File: config.mk
export PLATFORM = sky130hd
export DESIGN_NAME = board_control_apb_registers
export DESIGN_NICKNAME = d
export VERILOG_FILES = /design/src/hdl/board_ctrl_pkg.sv /design/src/hdl/board_control_apb_registers.sv
export VERILOG_INCLUDE_DIRS = /design/src /design/src/hdl
export SDC_FILE = /design/constraint.sdc
export NUM_CORES = 1
export LEC_CHECK = 0
export BUFFER_PORTS_ARGS = -buffer_cell sky130_fd_sc_hd__buf_2
export CAP_MARGIN = 5
export CORE_MARGIN = 5
export CORE_UTILIZATION = 54
export DETAILED_ROUTE_END_ITERATION = 10
export PLACE_DENSITY = 0.85
export SETUP_SLACK_MARGIN = 0.4
export SLEW_MARGIN = 30
export SYNTH_ARGS = -nofsm -noshare
export SYNTH_HDL_FRONTEND = slang
export SYNTH_SLANG_ARGS = --single-unit
File: constraint.sdc
create_clock -name mclk -period 4.8 [get_ports mclk]
set_clock_uncertainty 0.05 [all_clocks]
set_input_delay 0.48 -clock mclk [delete_from_list [all_inputs] [get_ports mclk]]
set_output_delay 0.48 -clock mclk [all_outputs]
set_load 0.05 [all_outputs]
File: src/hdl/board_ctrl_cfg.svh
// Offsets, field positions, reset values and key for the board control register bank.
// Assumes inclusion by bare name from the register bank module and the checker.
`ifndef BOARD_CTRL_CFG_SVH
`define BOARD_CTRL_CFG_SVH

// Register byte offsets
`define OFS_OSC_ONE        12'h000
`define OFS_OSC_TWO        12'h004
`define OFS_LOCK           12'h008
`define OFS_LEDS           12'h00C
`define OFS_BUTTON         12'h010
`define OFS_SWITCHES       12'h014
`define OFS_DISPLAY        12'h018

// Divisor field positions
`define DIV_OD_HI          18
`define DIV_OD_LO          16
`define DIV_RDW_HI         15
`define DIV_RDW_LO         9
`define DIV_VDW_HI         8
`define DIV_VDW_LO         0

// Lock register fields and key
`define LOCK_STATE_BIT     16
`define LOCK_KEY           16'hA05F

// Reset values: 48 MHz * (V+8) / ((R+2) * OD)
// 25 MHz: V=117, R=22, OD=10 -> 48*125/(24*10)=25
`define OSC_ONE_RESET      19'h02C75
// 48 MHz: V=12, R=8, OD=2 -> 48*20/(10*2)=48
`define OSC_TWO_RESET      19'h1100C
`define LOCK_KEY_RESET     16'h0000
`define LED_RESET          8'hFF
`define DISPLAY_EN_RESET   1'b1
`define DISPLAY_SEL_RESET  2'h0

`endif

File: src/hdl/board_ctrl_pkg.sv
// Types shared by the board control register bank.
// Assumes the configuration header sits beside it.
package board_ctrl_pkg;

  // Display output path selection
  typedef enum logic [1:0] {
    DISP_FLAT_PANEL = 2'h0,
    DISP_MON_16BPP  = 2'h1,
    DISP_LCD_CONN   = 2'h2,
    DISP_MON_24BPP  = 2'h3
  } display_sel_t;

  // Output divider code
  typedef logic [2:0] output_divider_code_t;

endpackage : board_ctrl_pkg

File: src/hdl/board_control_apb_registers.sv
// Board control register bank on the peripheral bus: clock generator divisors with
// a key lock, user LEDs, push-button latch, DIP switch readback and display mux control.
// Assumes an APB bridge master on mclk and pin-side inputs already synchronous, except
// the push button, which is brought in through two flops here.
//
// Behaviour
// - APB slave decodes registers at word offsets
// - Two divisor registers program two generators
// - Key write to lock register unlocks divisors
// - Any other lock write relocks divisors
// - Locked divisor registers ignore writes
// - Lock bit 16 reads lock state
// - Key field 15:0 read/write, must hold key
// - Divisor bits 15:9 drive reference divider pins
// - Divisor bits 8:0 drive VCO divider pins
// - Reset divisors give 25 and 48 MHz
// - LED bit written zero lights its LED
// - Button latch single bit, sticky until cleared
// - Latched bit drives interrupt request directly
// - Writing zero clears the button latch
// - Writing one sets latch like press
// - Switches register read-only, eight switch bits
// - Closed switch reads zero, open reads one
// - Display enable bit 2, resets to one
// - Display select bits 1:0, reset flat panel
`timescale 1ns/1ps
`include "board_ctrl_cfg.svh"

module board_control_apb_registers
  import board_ctrl_pkg::*;
#(
  parameter int LED_COUNT = 8,
  parameter int SW_COUNT  = 8
) (
  // Clock and reset
  input  wire logic                 mclk,
  input  wire logic                 rstn,
  // APB slave
  input  wire logic                 psel,
  input  wire logic                 penable,
  input  wire logic                 pwrite,
  input  wire logic [11:0]          paddr,
  input  wire logic [31:0]          pwdata,
  output logic      [31:0]          prdata,
  output logic                      pready,
  output logic                      pslverr,
  // First clock generator pins
  output logic      [2:0]           oscOneOutputDividerCode,
  output logic      [6:0]           oscOneReferenceDividerWord,
  output logic      [8:0]           oscOneVcoDividerWord,
  // Second clock generator pins
  output logic      [2:0]           oscTwoOutputDividerCode,
  output logic      [6:0]           oscTwoReferenceDividerWord,
  output logic      [8:0]           oscTwoVcoDividerWord,
  // User LEDs, active low
  output logic      [LED_COUNT-1:0] userLedN,
  // Push button and interrupt request
  input  wire logic                 buttonPressed,
  output logic                      buttonIrq,
  // DIP switch, low when closed
  input  wire logic [SW_COUNT-1:0]  dipSwitchN,
  // Display mux control
  output logic                      displayEnable,
  output display_sel_t              displaySelect
);

  // Stored register state
  logic [18:0]          oscOneDivisor_q;
  logic [18:0]          oscTwoDivisor_q;
  logic [15:0]          unlockKeyField_q;
  logic [LED_COUNT-1:0] userLedControl_q;
  logic                 buttonIrqLatch_q;
  logic                 displayEnable_q;
  display_sel_t         displaySelect_q;

  // Button synchroniser, edge detector and latch next value
  logic                 buttonSync1_q;
  logic                 buttonSync2_q;
  logic                 buttonPrev_q;
  logic                 buttonEdge;
  logic                 buttonLatch_d;

  // Bus phase strobes
  logic                 wrAccess;
  logic                 rdAccess;

  // Offset decode, one select per register
  logic                 hitOscOne;
  logic                 hitOscTwo;
  logic                 hitLock;
  logic                 hitLeds;
  logic                 hitButton;
  logic                 hitSwitches;
  logic                 hitDisplay;
  logic                 mapped;

  // Per-register write enables
  logic                 wrOscOne;
  logic                 wrOscTwo;
  logic                 wrLock;
  logic                 wrLeds;
  logic                 wrButton;
  logic                 wrDisplay;

  // Lock state and read path
  logic                 keyMatch;
  logic                 locked;
  logic [31:0]          readMux;

  // Zero-wait-state slave: nothing here ever stalls, so pready is tied high.
  // No error is ever flagged; a locked divisor write is dropped silently, so
  // software that forgets to unlock only finds out by reading back.
  assign pready   = 1'b1;
  assign pslverr  = 1'b0;

  // Write lands at the access-phase edge; read data is fetched at the
  // setup-phase edge so prdata already stands when the access phase is sampled
  assign wrAccess = psel & penable & pwrite;
  assign rdAccess = psel & ~penable & ~pwrite;

  // Offset decode; an if/else-if chain keeps the selects one-hot.
  // Only the low address bits reach this block; the base is decoded upstream.
  always_comb begin
    hitOscOne   = 1'b0;
    hitOscTwo   = 1'b0;
    hitLock     = 1'b0;
    hitLeds     = 1'b0;
    hitButton   = 1'b0;
    hitSwitches = 1'b0;
    hitDisplay  = 1'b0;
    mapped      = 1'b1;
    if (paddr == `OFS_OSC_ONE) begin
      hitOscOne = 1'b1;
    end else if (paddr == `OFS_OSC_TWO) begin
      hitOscTwo = 1'b1;
    end else if (paddr == `OFS_LOCK) begin
      hitLock = 1'b1;
    end else if (paddr == `OFS_LEDS) begin
      hitLeds = 1'b1;
    end else if (paddr == `OFS_BUTTON) begin
      hitButton = 1'b1;
    end else if (paddr == `OFS_SWITCHES) begin
      hitSwitches = 1'b1;
    end else if (paddr == `OFS_DISPLAY) begin
      hitDisplay = 1'b1;
    end else begin
      mapped = 1'b0;
    end
  end

  // Per-register write enables. The switches register has none, so a write
  // to it is simply lost, as is a write to an unmapped offset.
  assign wrOscOne  = wrAccess & hitOscOne;
  assign wrOscTwo  = wrAccess & hitOscTwo;
  assign wrLock    = wrAccess & hitLock;
  assign wrLeds    = wrAccess & hitLeds;
  assign wrButton  = wrAccess & hitButton;
  assign wrDisplay = wrAccess & hitDisplay;

  // Lock state follows the stored key field, so reset (key cleared) is locked.
  // The whole 16-bit field must match; a match on the low byte alone is not
  // enough, which makes an accidental unlock by a stray write less likely.
  assign keyMatch = (unlockKeyField_q == `LOCK_KEY);
  assign locked   = ~keyMatch;

  // First divisor; writes dropped silently while locked
  always_ff @(posedge mclk or negedge rstn) begin
    if (!rstn) begin
      oscOneDivisor_q <= `OSC_ONE_RESET;
    end else if (wrOscOne && !locked) begin
      oscOneDivisor_q <= pwdata[18:0];
    end
  end

  // Second divisor, same guard. Bits above 18 are not stored and read zero.
  always_ff @(posedge mclk or negedge rstn) begin
    if (!rstn) begin
      oscTwoDivisor_q <= `OSC_TWO_RESET;
    end else if (wrOscTwo && !locked) begin
      oscTwoDivisor_q <= pwdata[18:0];
    end
  end

  // Key field: any write stores the low half, only the key value unlocks.
  // The upper half of the written word is dropped; bit 16 reads the state.
  always_ff @(posedge mclk or negedge rstn) begin
    if (!rstn) begin
      unlockKeyField_q <= `LOCK_KEY_RESET;
    end else if (wrLock) begin
      unlockKeyField_q <= pwdata[15:0];
    end
  end

  // LED register; the reset value keeps every LED dark
  always_ff @(posedge mclk or negedge rstn) begin
    if (!rstn) begin
      userLedControl_q <= LED_COUNT'(`LED_RESET);
    end else if (wrLeds) begin
      userLedControl_q <= pwdata[LED_COUNT-1:0];
    end
  end

  // Display enable bit
  always_ff @(posedge mclk or negedge rstn) begin
    if (!rstn) begin
      displayEnable_q <= `DISPLAY_EN_RESET;
    end else if (wrDisplay) begin
      displayEnable_q <= pwdata[2];
    end
  end

  // Display select; every code is legal, so no filtering is needed
  always_ff @(posedge mclk or negedge rstn) begin
    if (!rstn) begin
      displaySelect_q <= display_sel_t'(`DISPLAY_SEL_RESET);
    end else if (wrDisplay) begin
      displaySelect_q <= display_sel_t'(pwdata[1:0]);
    end
  end

  // Button synchroniser. The first stage may go metastable, so only the
  // second stage is read by anything else.
  always_ff @(posedge mclk or negedge rstn) begin
    if (!rstn) begin
      buttonSync1_q <= 1'b0;
      buttonSync2_q <= 1'b0;
    end else begin
      buttonSync1_q <= buttonPressed;
      buttonSync2_q <= buttonSync1_q;
    end
  end

  // Edge detector history; resets to the idle level of the button so that
  // leaving reset never looks like a press
  always_ff @(posedge mclk or negedge rstn) begin
    if (!rstn) begin
      buttonPrev_q <= 1'b0;
    end else begin
      buttonPrev_q <= buttonSync2_q;
    end
  end

  // Rising edge of the synchronised button; a held button latches only once
  assign buttonEdge = buttonSync2_q & ~buttonPrev_q;

  // Latch next value: a press in the clearing cycle wins over the clear,
  // so a press that races the handler's clear is never lost
  always_comb begin
    buttonLatch_d = buttonIrqLatch_q;
    if (wrButton) begin
      buttonLatch_d = pwdata[0];
    end
    if (buttonEdge) begin
      buttonLatch_d = 1'b1;
    end
  end

  // Latch register, driven straight out as the interrupt request
  always_ff @(posedge mclk or negedge rstn) begin
    if (!rstn) begin
      buttonIrqLatch_q <= 1'b0;
    end else begin
      buttonIrqLatch_q <= buttonLatch_d;
    end
  end

  // Read mux; reserved bits and unmapped offsets read zero
  always_comb begin
    readMux = 32'h0000_0000;
    if (hitOscOne) begin
      readMux[18:0] = oscOneDivisor_q;
    end else if (hitOscTwo) begin
      readMux[18:0] = oscTwoDivisor_q;
    end else if (hitLock) begin
      readMux[`LOCK_STATE_BIT] = locked;
      readMux[15:0]            = unlockKeyField_q;
    end else if (hitLeds) begin
      readMux[LED_COUNT-1:0] = userLedControl_q;
    end else if (hitButton) begin
      readMux[0] = buttonIrqLatch_q;
    end else if (hitSwitches) begin
      readMux[SW_COUNT-1:0] = dipSwitchN;
    end else if (hitDisplay) begin
      readMux[2]   = displayEnable_q;
      readMux[1:0] = displaySelect_q;
    end
  end

  // Read data registered in the setup phase and held through the access
  // phase. Trade-off: a value that changes between the two phases is read as
  // it stood at setup, which keeps prdata glitch-free for the master.
  always_ff @(posedge mclk or negedge rstn) begin
    if (!rstn) begin
      prdata <= 32'h0000_0000;
    end else if (rdAccess) begin
      prdata <= mapped ? readMux : 32'h0000_0000;
    end
  end

  // First generator pins straight from its divisor register
  assign oscOneOutputDividerCode    = oscOneDivisor_q[`DIV_OD_HI:`DIV_OD_LO];
  assign oscOneReferenceDividerWord = oscOneDivisor_q[`DIV_RDW_HI:`DIV_RDW_LO];
  assign oscOneVcoDividerWord       = oscOneDivisor_q[`DIV_VDW_HI:`DIV_VDW_LO];

  // Second generator pins; no range check, software keeps the VCO legal
  assign oscTwoOutputDividerCode    = oscTwoDivisor_q[`DIV_OD_HI:`DIV_OD_LO];
  assign oscTwoReferenceDividerWord = oscTwoDivisor_q[`DIV_RDW_HI:`DIV_RDW_LO];
  assign oscTwoVcoDividerWord       = oscTwoDivisor_q[`DIV_VDW_HI:`DIV_VDW_LO];

  // LEDs are active low, so the stored bit goes out unchanged
  assign userLedN      = userLedControl_q;

  // Interrupt request is the latch itself, with no masking here
  assign buttonIrq     = buttonIrqLatch_q;

  // Display mux control
  assign displayEnable = displayEnable_q;
  assign displaySelect = displaySelect_q;

endmodule : board_control_apb_registers

# Word level (Yosys, flattened, before mapping)
# Index checks and enable logic that the tools add are counted.
[op_classes] eq_ne=7 mux=48 n_bitwise=15 reduce_logical=4
[op_table] op="two-way mux 19 bit" count=2
[op_table] op="two-way mux 1 bit" count=37
[op_table] op="== test 12 x 5 -> 1 bit, second input constant" count=3
[op_table] op="== test 12 x 4 -> 1 bit, second input constant" count=2
[op_table] op="two-way mux 17 bit" count=1
[op_table] op="== test 16 bit, second input constant" count=1
[op_table] op="two-way mux 8 bit" count=2
[op_table] op="== test 12 x 3 -> 1 bit, second input constant" count=1
[op_table] op="zero test 12 bit" count=1
[op_table] op="bitwise AND 1 bit" count=11
[op_table] op="two-way mux 9 bit" count=1
[op_table] op="two-way mux 7 bit" count=1
[op_table] op="two-way mux 3 bit" count=2
[op_table] op="two-way mux 5 bit" count=1
[op_table] op="inverter 1 bit" count=4
[op_table] op="logical AND 1 bit" count=2
[op_table] op="two-way mux 2 bit" count=1
[op_table] op="nonzero test 2 bit" count=1
[totals] ff_bits=101 in_bits=58 out_inout_bits=84 wordCells=85

# Logic depth before layout (Yosys ltp)
[depth] word_depth=16 depth_mapped=9 ltp_nobuf=5

# Least setup slack after synthesis
# OpenSTA, ideal clock, no wires.
[synth_timing] path_type="input-to-reg" startpoint="input port paddr[5]" endpoint="register oscOneDivisor_q[12]" setup_ns=0.125 arrival_ns=2.699 required_ns=4.625 setup_slack_ns=1.925 cell_stages=8 n_path_buf=3 path_cell_list="or3_4 > or3_1 > buf_6 > or3_1 > buf_6 > nor3_4 > buf_12 > mux2_4"
[synth_between] elab_chain_cells=4
[synth_rtl] element="start, declared" line="board_control_apb_registers.sv:42" rtl="input wire logic [11:0] paddr,"
[synth_rtl] element="zero test 12 bit (no source line)"
[synth_rtl] element="two-way mux 1 bit" line="board_control_apb_registers.sv:132" rtl="if (paddr == `OFS_OSC_ONE) begin"
[synth_rtl] element="bitwise AND 1 bit" line="board_control_apb_registers.sv:153" rtl="assign wrOscOne = wrAccess & hitOscOne;"
[synth_rtl] element="logical AND 1 bit" line="board_control_apb_registers.sv:170" rtl="end else if (wrOscOne && !locked) begin"
[synth_rtl] element="end signal, assigned" line="board_control_apb_registers.sv:169" rtl="oscOneDivisor_q <= `OSC_ONE_RESET;"
[synth_rtl] element="end signal, assigned" line="board_control_apb_registers.sv:171" rtl="oscOneDivisor_q <= pwdata[18:0];"
[synth_rtl] element="end, declared" line="board_control_apb_registers.sv:68" rtl="logic [18:0] oscOneDivisor_q;"
# No other way between the ends.
# A chain may end at the register's enable or synchronous reset.

# Final worst setup path
[layout_timing] startpoint="input port paddr[3]" endpoint="register oscOneDivisor_q[9]"
# The elaborated chain is that of the path after synthesis.

==> results.md <==
- # port buffers: between 100 and 150
- Peak supply drop: around 0.00019 V
- Fmax: ~310 MHz
- Seq/Total Area, Yosys: roughly 53%
- TritonCTS buffer count: 9
- # rows: 32
- NumNets Final: between 500 and 600
- Crit-path slowest cell: or3_1
- Crit end category: register
- Metal3 WL: 708 µm
- Reg2reg start: unlockKeyField_q[9]
- Vias in the first global route: 3282
- Post-synth top area cell: dfrtp_1
- Final wirelength: 10.2 mm
- Clk sinks: just under 90
- Yosys warning count: 0
- Top cell type's share of synthesized area: 40.1%
- Worst path cell trace: buf_2 -> or2_4 -> or3_1 -> or3_1 -> nor3_4 -> buf_4 -> mux2_4
- Clock transition at the registers of the reported paths: about 0.080 ns
- First-pass GRT wire length: approximately 17 mm
- Starting Density: between 50% and 60%
- CTS tree: built
- CP required: about 5.0 ns
- Length of the first detailed-routing pass in iterations: 4
- Placed cell count: between 500 and 600
- Post-synth cell types: 48
- Die Area: about 9600 µm²
- Placed cell area: approximately 4700 µm²
- Async S/R FF share, synth: between 90% and 100%
- WL per Instance: 17.7 µm
- Metal-1 WL: 4.33 mm
- EDFF count, synth: 0
- Util after Layout: between 60% and 70%
- Post-route setup TNS: 0 ns
- Worst min path class: input port to async pin
- DR vias: between 3000 and 4000
- Post-route ant nets: 0
- Most used cell along the critical path: or3_1
- Setup ws final: roughly 1.6 ns
- Final setup fails: 0
- Crit path launch: paddr[3]
- DP HPWL: between 7 and 8 mm
- Main flop type after synthesis: dfrtp_1
- I/O pin cnt: approximately 140
- Post-CTS sizing: 0
- Pwr dens: between 200 and 300 nW/µm²
- CTS root buf: clkbuf_8
- Startpoint Class: input port
- Leakage power: around 2.6 nW
- Gate Count Post-Synth: roughly 360
- Worst slew pin tran: 0.847 ns
- Initial antenna violation count: 0
- Finished Cell Area: around 5000 µm²
- Final Power: 1.49 mW
- Outcome: finished, final reports clean
- Fin cells: 578
- Hold_buf cts: 0
- Placer Congestion: between 0.8 and 0.9
- Gr ovfl total: 0
- Final hold vios: 0
- Synthesized cell area: ~4200 µm²
- DRC: 0
- Synth area leaders: dfrtp_1, dfstp_2, mux2_2, mux2_4, buf_4
- Slew margin rel.: a little over two fifths
- Seq cells post-synth: slightly below 90
- Ant diodes: 0
- Kind of critical path: input port to register
- H-tree Lvls: 3
- Highest metal used: met4
- Die H: about 100 µm
- Core outline area: approximately 7600 µm²
- Syn Area/Cell: approximately 12 µm²
- Delay-heaviest family, CP: simple AND/OR/NAND/NOR gates
- Worst skew pair latency: between 0.3 and 0.4 ns
- Share of cells above drive strength 1: between 40% and 50%
- Post-CTS setup buffer count: 0
- Crit path max fanout: 23
- Largest net degree at the start of global routing: 89
- Die Wd: 98.0 µm
- GRT Total Usage: between 20% and 30%
- Hold_ws: about 0.14 ns
- Final period util: 66.3%
- Post-Place Setup Slack: ~1.2 ns
- RSZ-0062 raised after global routing: no
- Critical path arrival: 3.36 ns
- WP buf/inv: 2
- Vias per std cell: ~5.4
- FF-to-FF path depth: 5
- Synthesis-to-finish area growth: 19.6%
- Slew Viols, Final: 0
- CP peak stage delay: around 0.6 ns
- Fin crit period: between 3 and 4 ns
- Max-cap violation count: 0
- First DRT Iteration DRCs: roughly 110
- Reg2reg end: oscTwoDivisor_q[9]
- Met2 wire len: 5.04 mm
- CTS Buffer Depth: 2
- Setup slack, reg-to-reg: 2.03 ns
cell families (layout without fill, tap and decap cells):
group,after synthesis,count (layout),share of synthesized area [%]
buffers and inverters,46,147,6.65
AND/OR/NAND/NOR,88,88,11.0
multiplexers,65,65,18.1
AO/OA/AOI/OAI,73,73,10.7
flip-flops,88,88,53.3
other,2,15,0.180
cells in the mapped netlist (all sizes together) (3+ instances only):
library cell / count
nand3: 4
o21ai: 24
nand2b: 3
nor2: 23
o221ai: 3
nor2b: 5
clkbuf: 7
o31ai: 11
dfrtp: 67
mux2: 55
dfstp: 21
buf: 25
inv: 14
nor3: 4
a211oi: 5
nand2: 32
mux2i: 10
a21oi: 17
or3: 3
routing by layer:
metal,vias up,global-route usage [%]
met3,18,4.57
met5,-,0
met1,1520,28.3
li1,1464,-
met2,136,36.2
met4,0,7.67
flip-flops by register name (all words and copies together), names as in the netlist, 2 cells and up:
| signal | count |
|---|---|
| displaySelect | 2 |
| oscOneDivisor_q | 19 |
| oscTwoDivisor_q | 19 |
| prdata | 19 |
| unlockKeyField_q | 16 |
| userLedN | 8 |
layout by cell type, fill, tap and decap left out, types with 2 or more instances in the layout:
master and count:
buf_2 112, dfrtp_1 67, mux2_2 45, nand2_1 32, o21ai_0 24, nor2_1 23
dfstp_2 21, a21oi_1 17, conb_1 15, inv_1 14, clkbuf_8 12, o31ai_1 11
mux2i_1 10, mux2_4 10, a211oi_1 5, nor2b_1 5, nand3_1 4, buf_4 4
o221ai_1 3, nand2b_1 3, bufinv_16 3, nor3_1 2, nand3b_1 2, or3_1 2
a21boi_0 2, o22ai_1 2, a22o_1 2, o21a_1 2, a31oi_1 2, nor4b_1 2
area by class of cell:
class | instances | area, µm²
Clock buffer | 12 | 165
Clock inverter | 4 | 98.8
Fill cell | 601 | 2650
Inverter | 14 | 52.6
Multi-Input combinational cell | 241 | 1720
Sequential cell | 88 | 2230
Tap cell | 102 | 128
Timing Repair Buffer | 117 | 602
worst max-delay path by stage:
| stage | cells past startpoint | slack, ns | end |
|---|---|---|---|
| after detailed placement | 7 | 1.22 | oscOneDivisor_q[5] |
| after global routing | 7 | 1.48 | oscOneDivisor_q[16] |
| after floorplan | 8 | 1.93 | oscOneDivisor_q[12] |
| final | 7 | 1.62 | oscOneDivisor_q[9] |
| after global placement | 7 | 1.28 | oscOneDivisor_q[14] |
| after CTS | 7 | 1.60 | oscOneDivisor_q[9] |
where the power goes:
| group | switching [mW] | internal (mW) |
|---|---|---|
| Clock | 0.249 | 0.390 |
| Combinational | 0.0796 | 0.0278 |
| Sequential | 0.000703 | 0.743 |
Power figures use the tool's default switching activity.
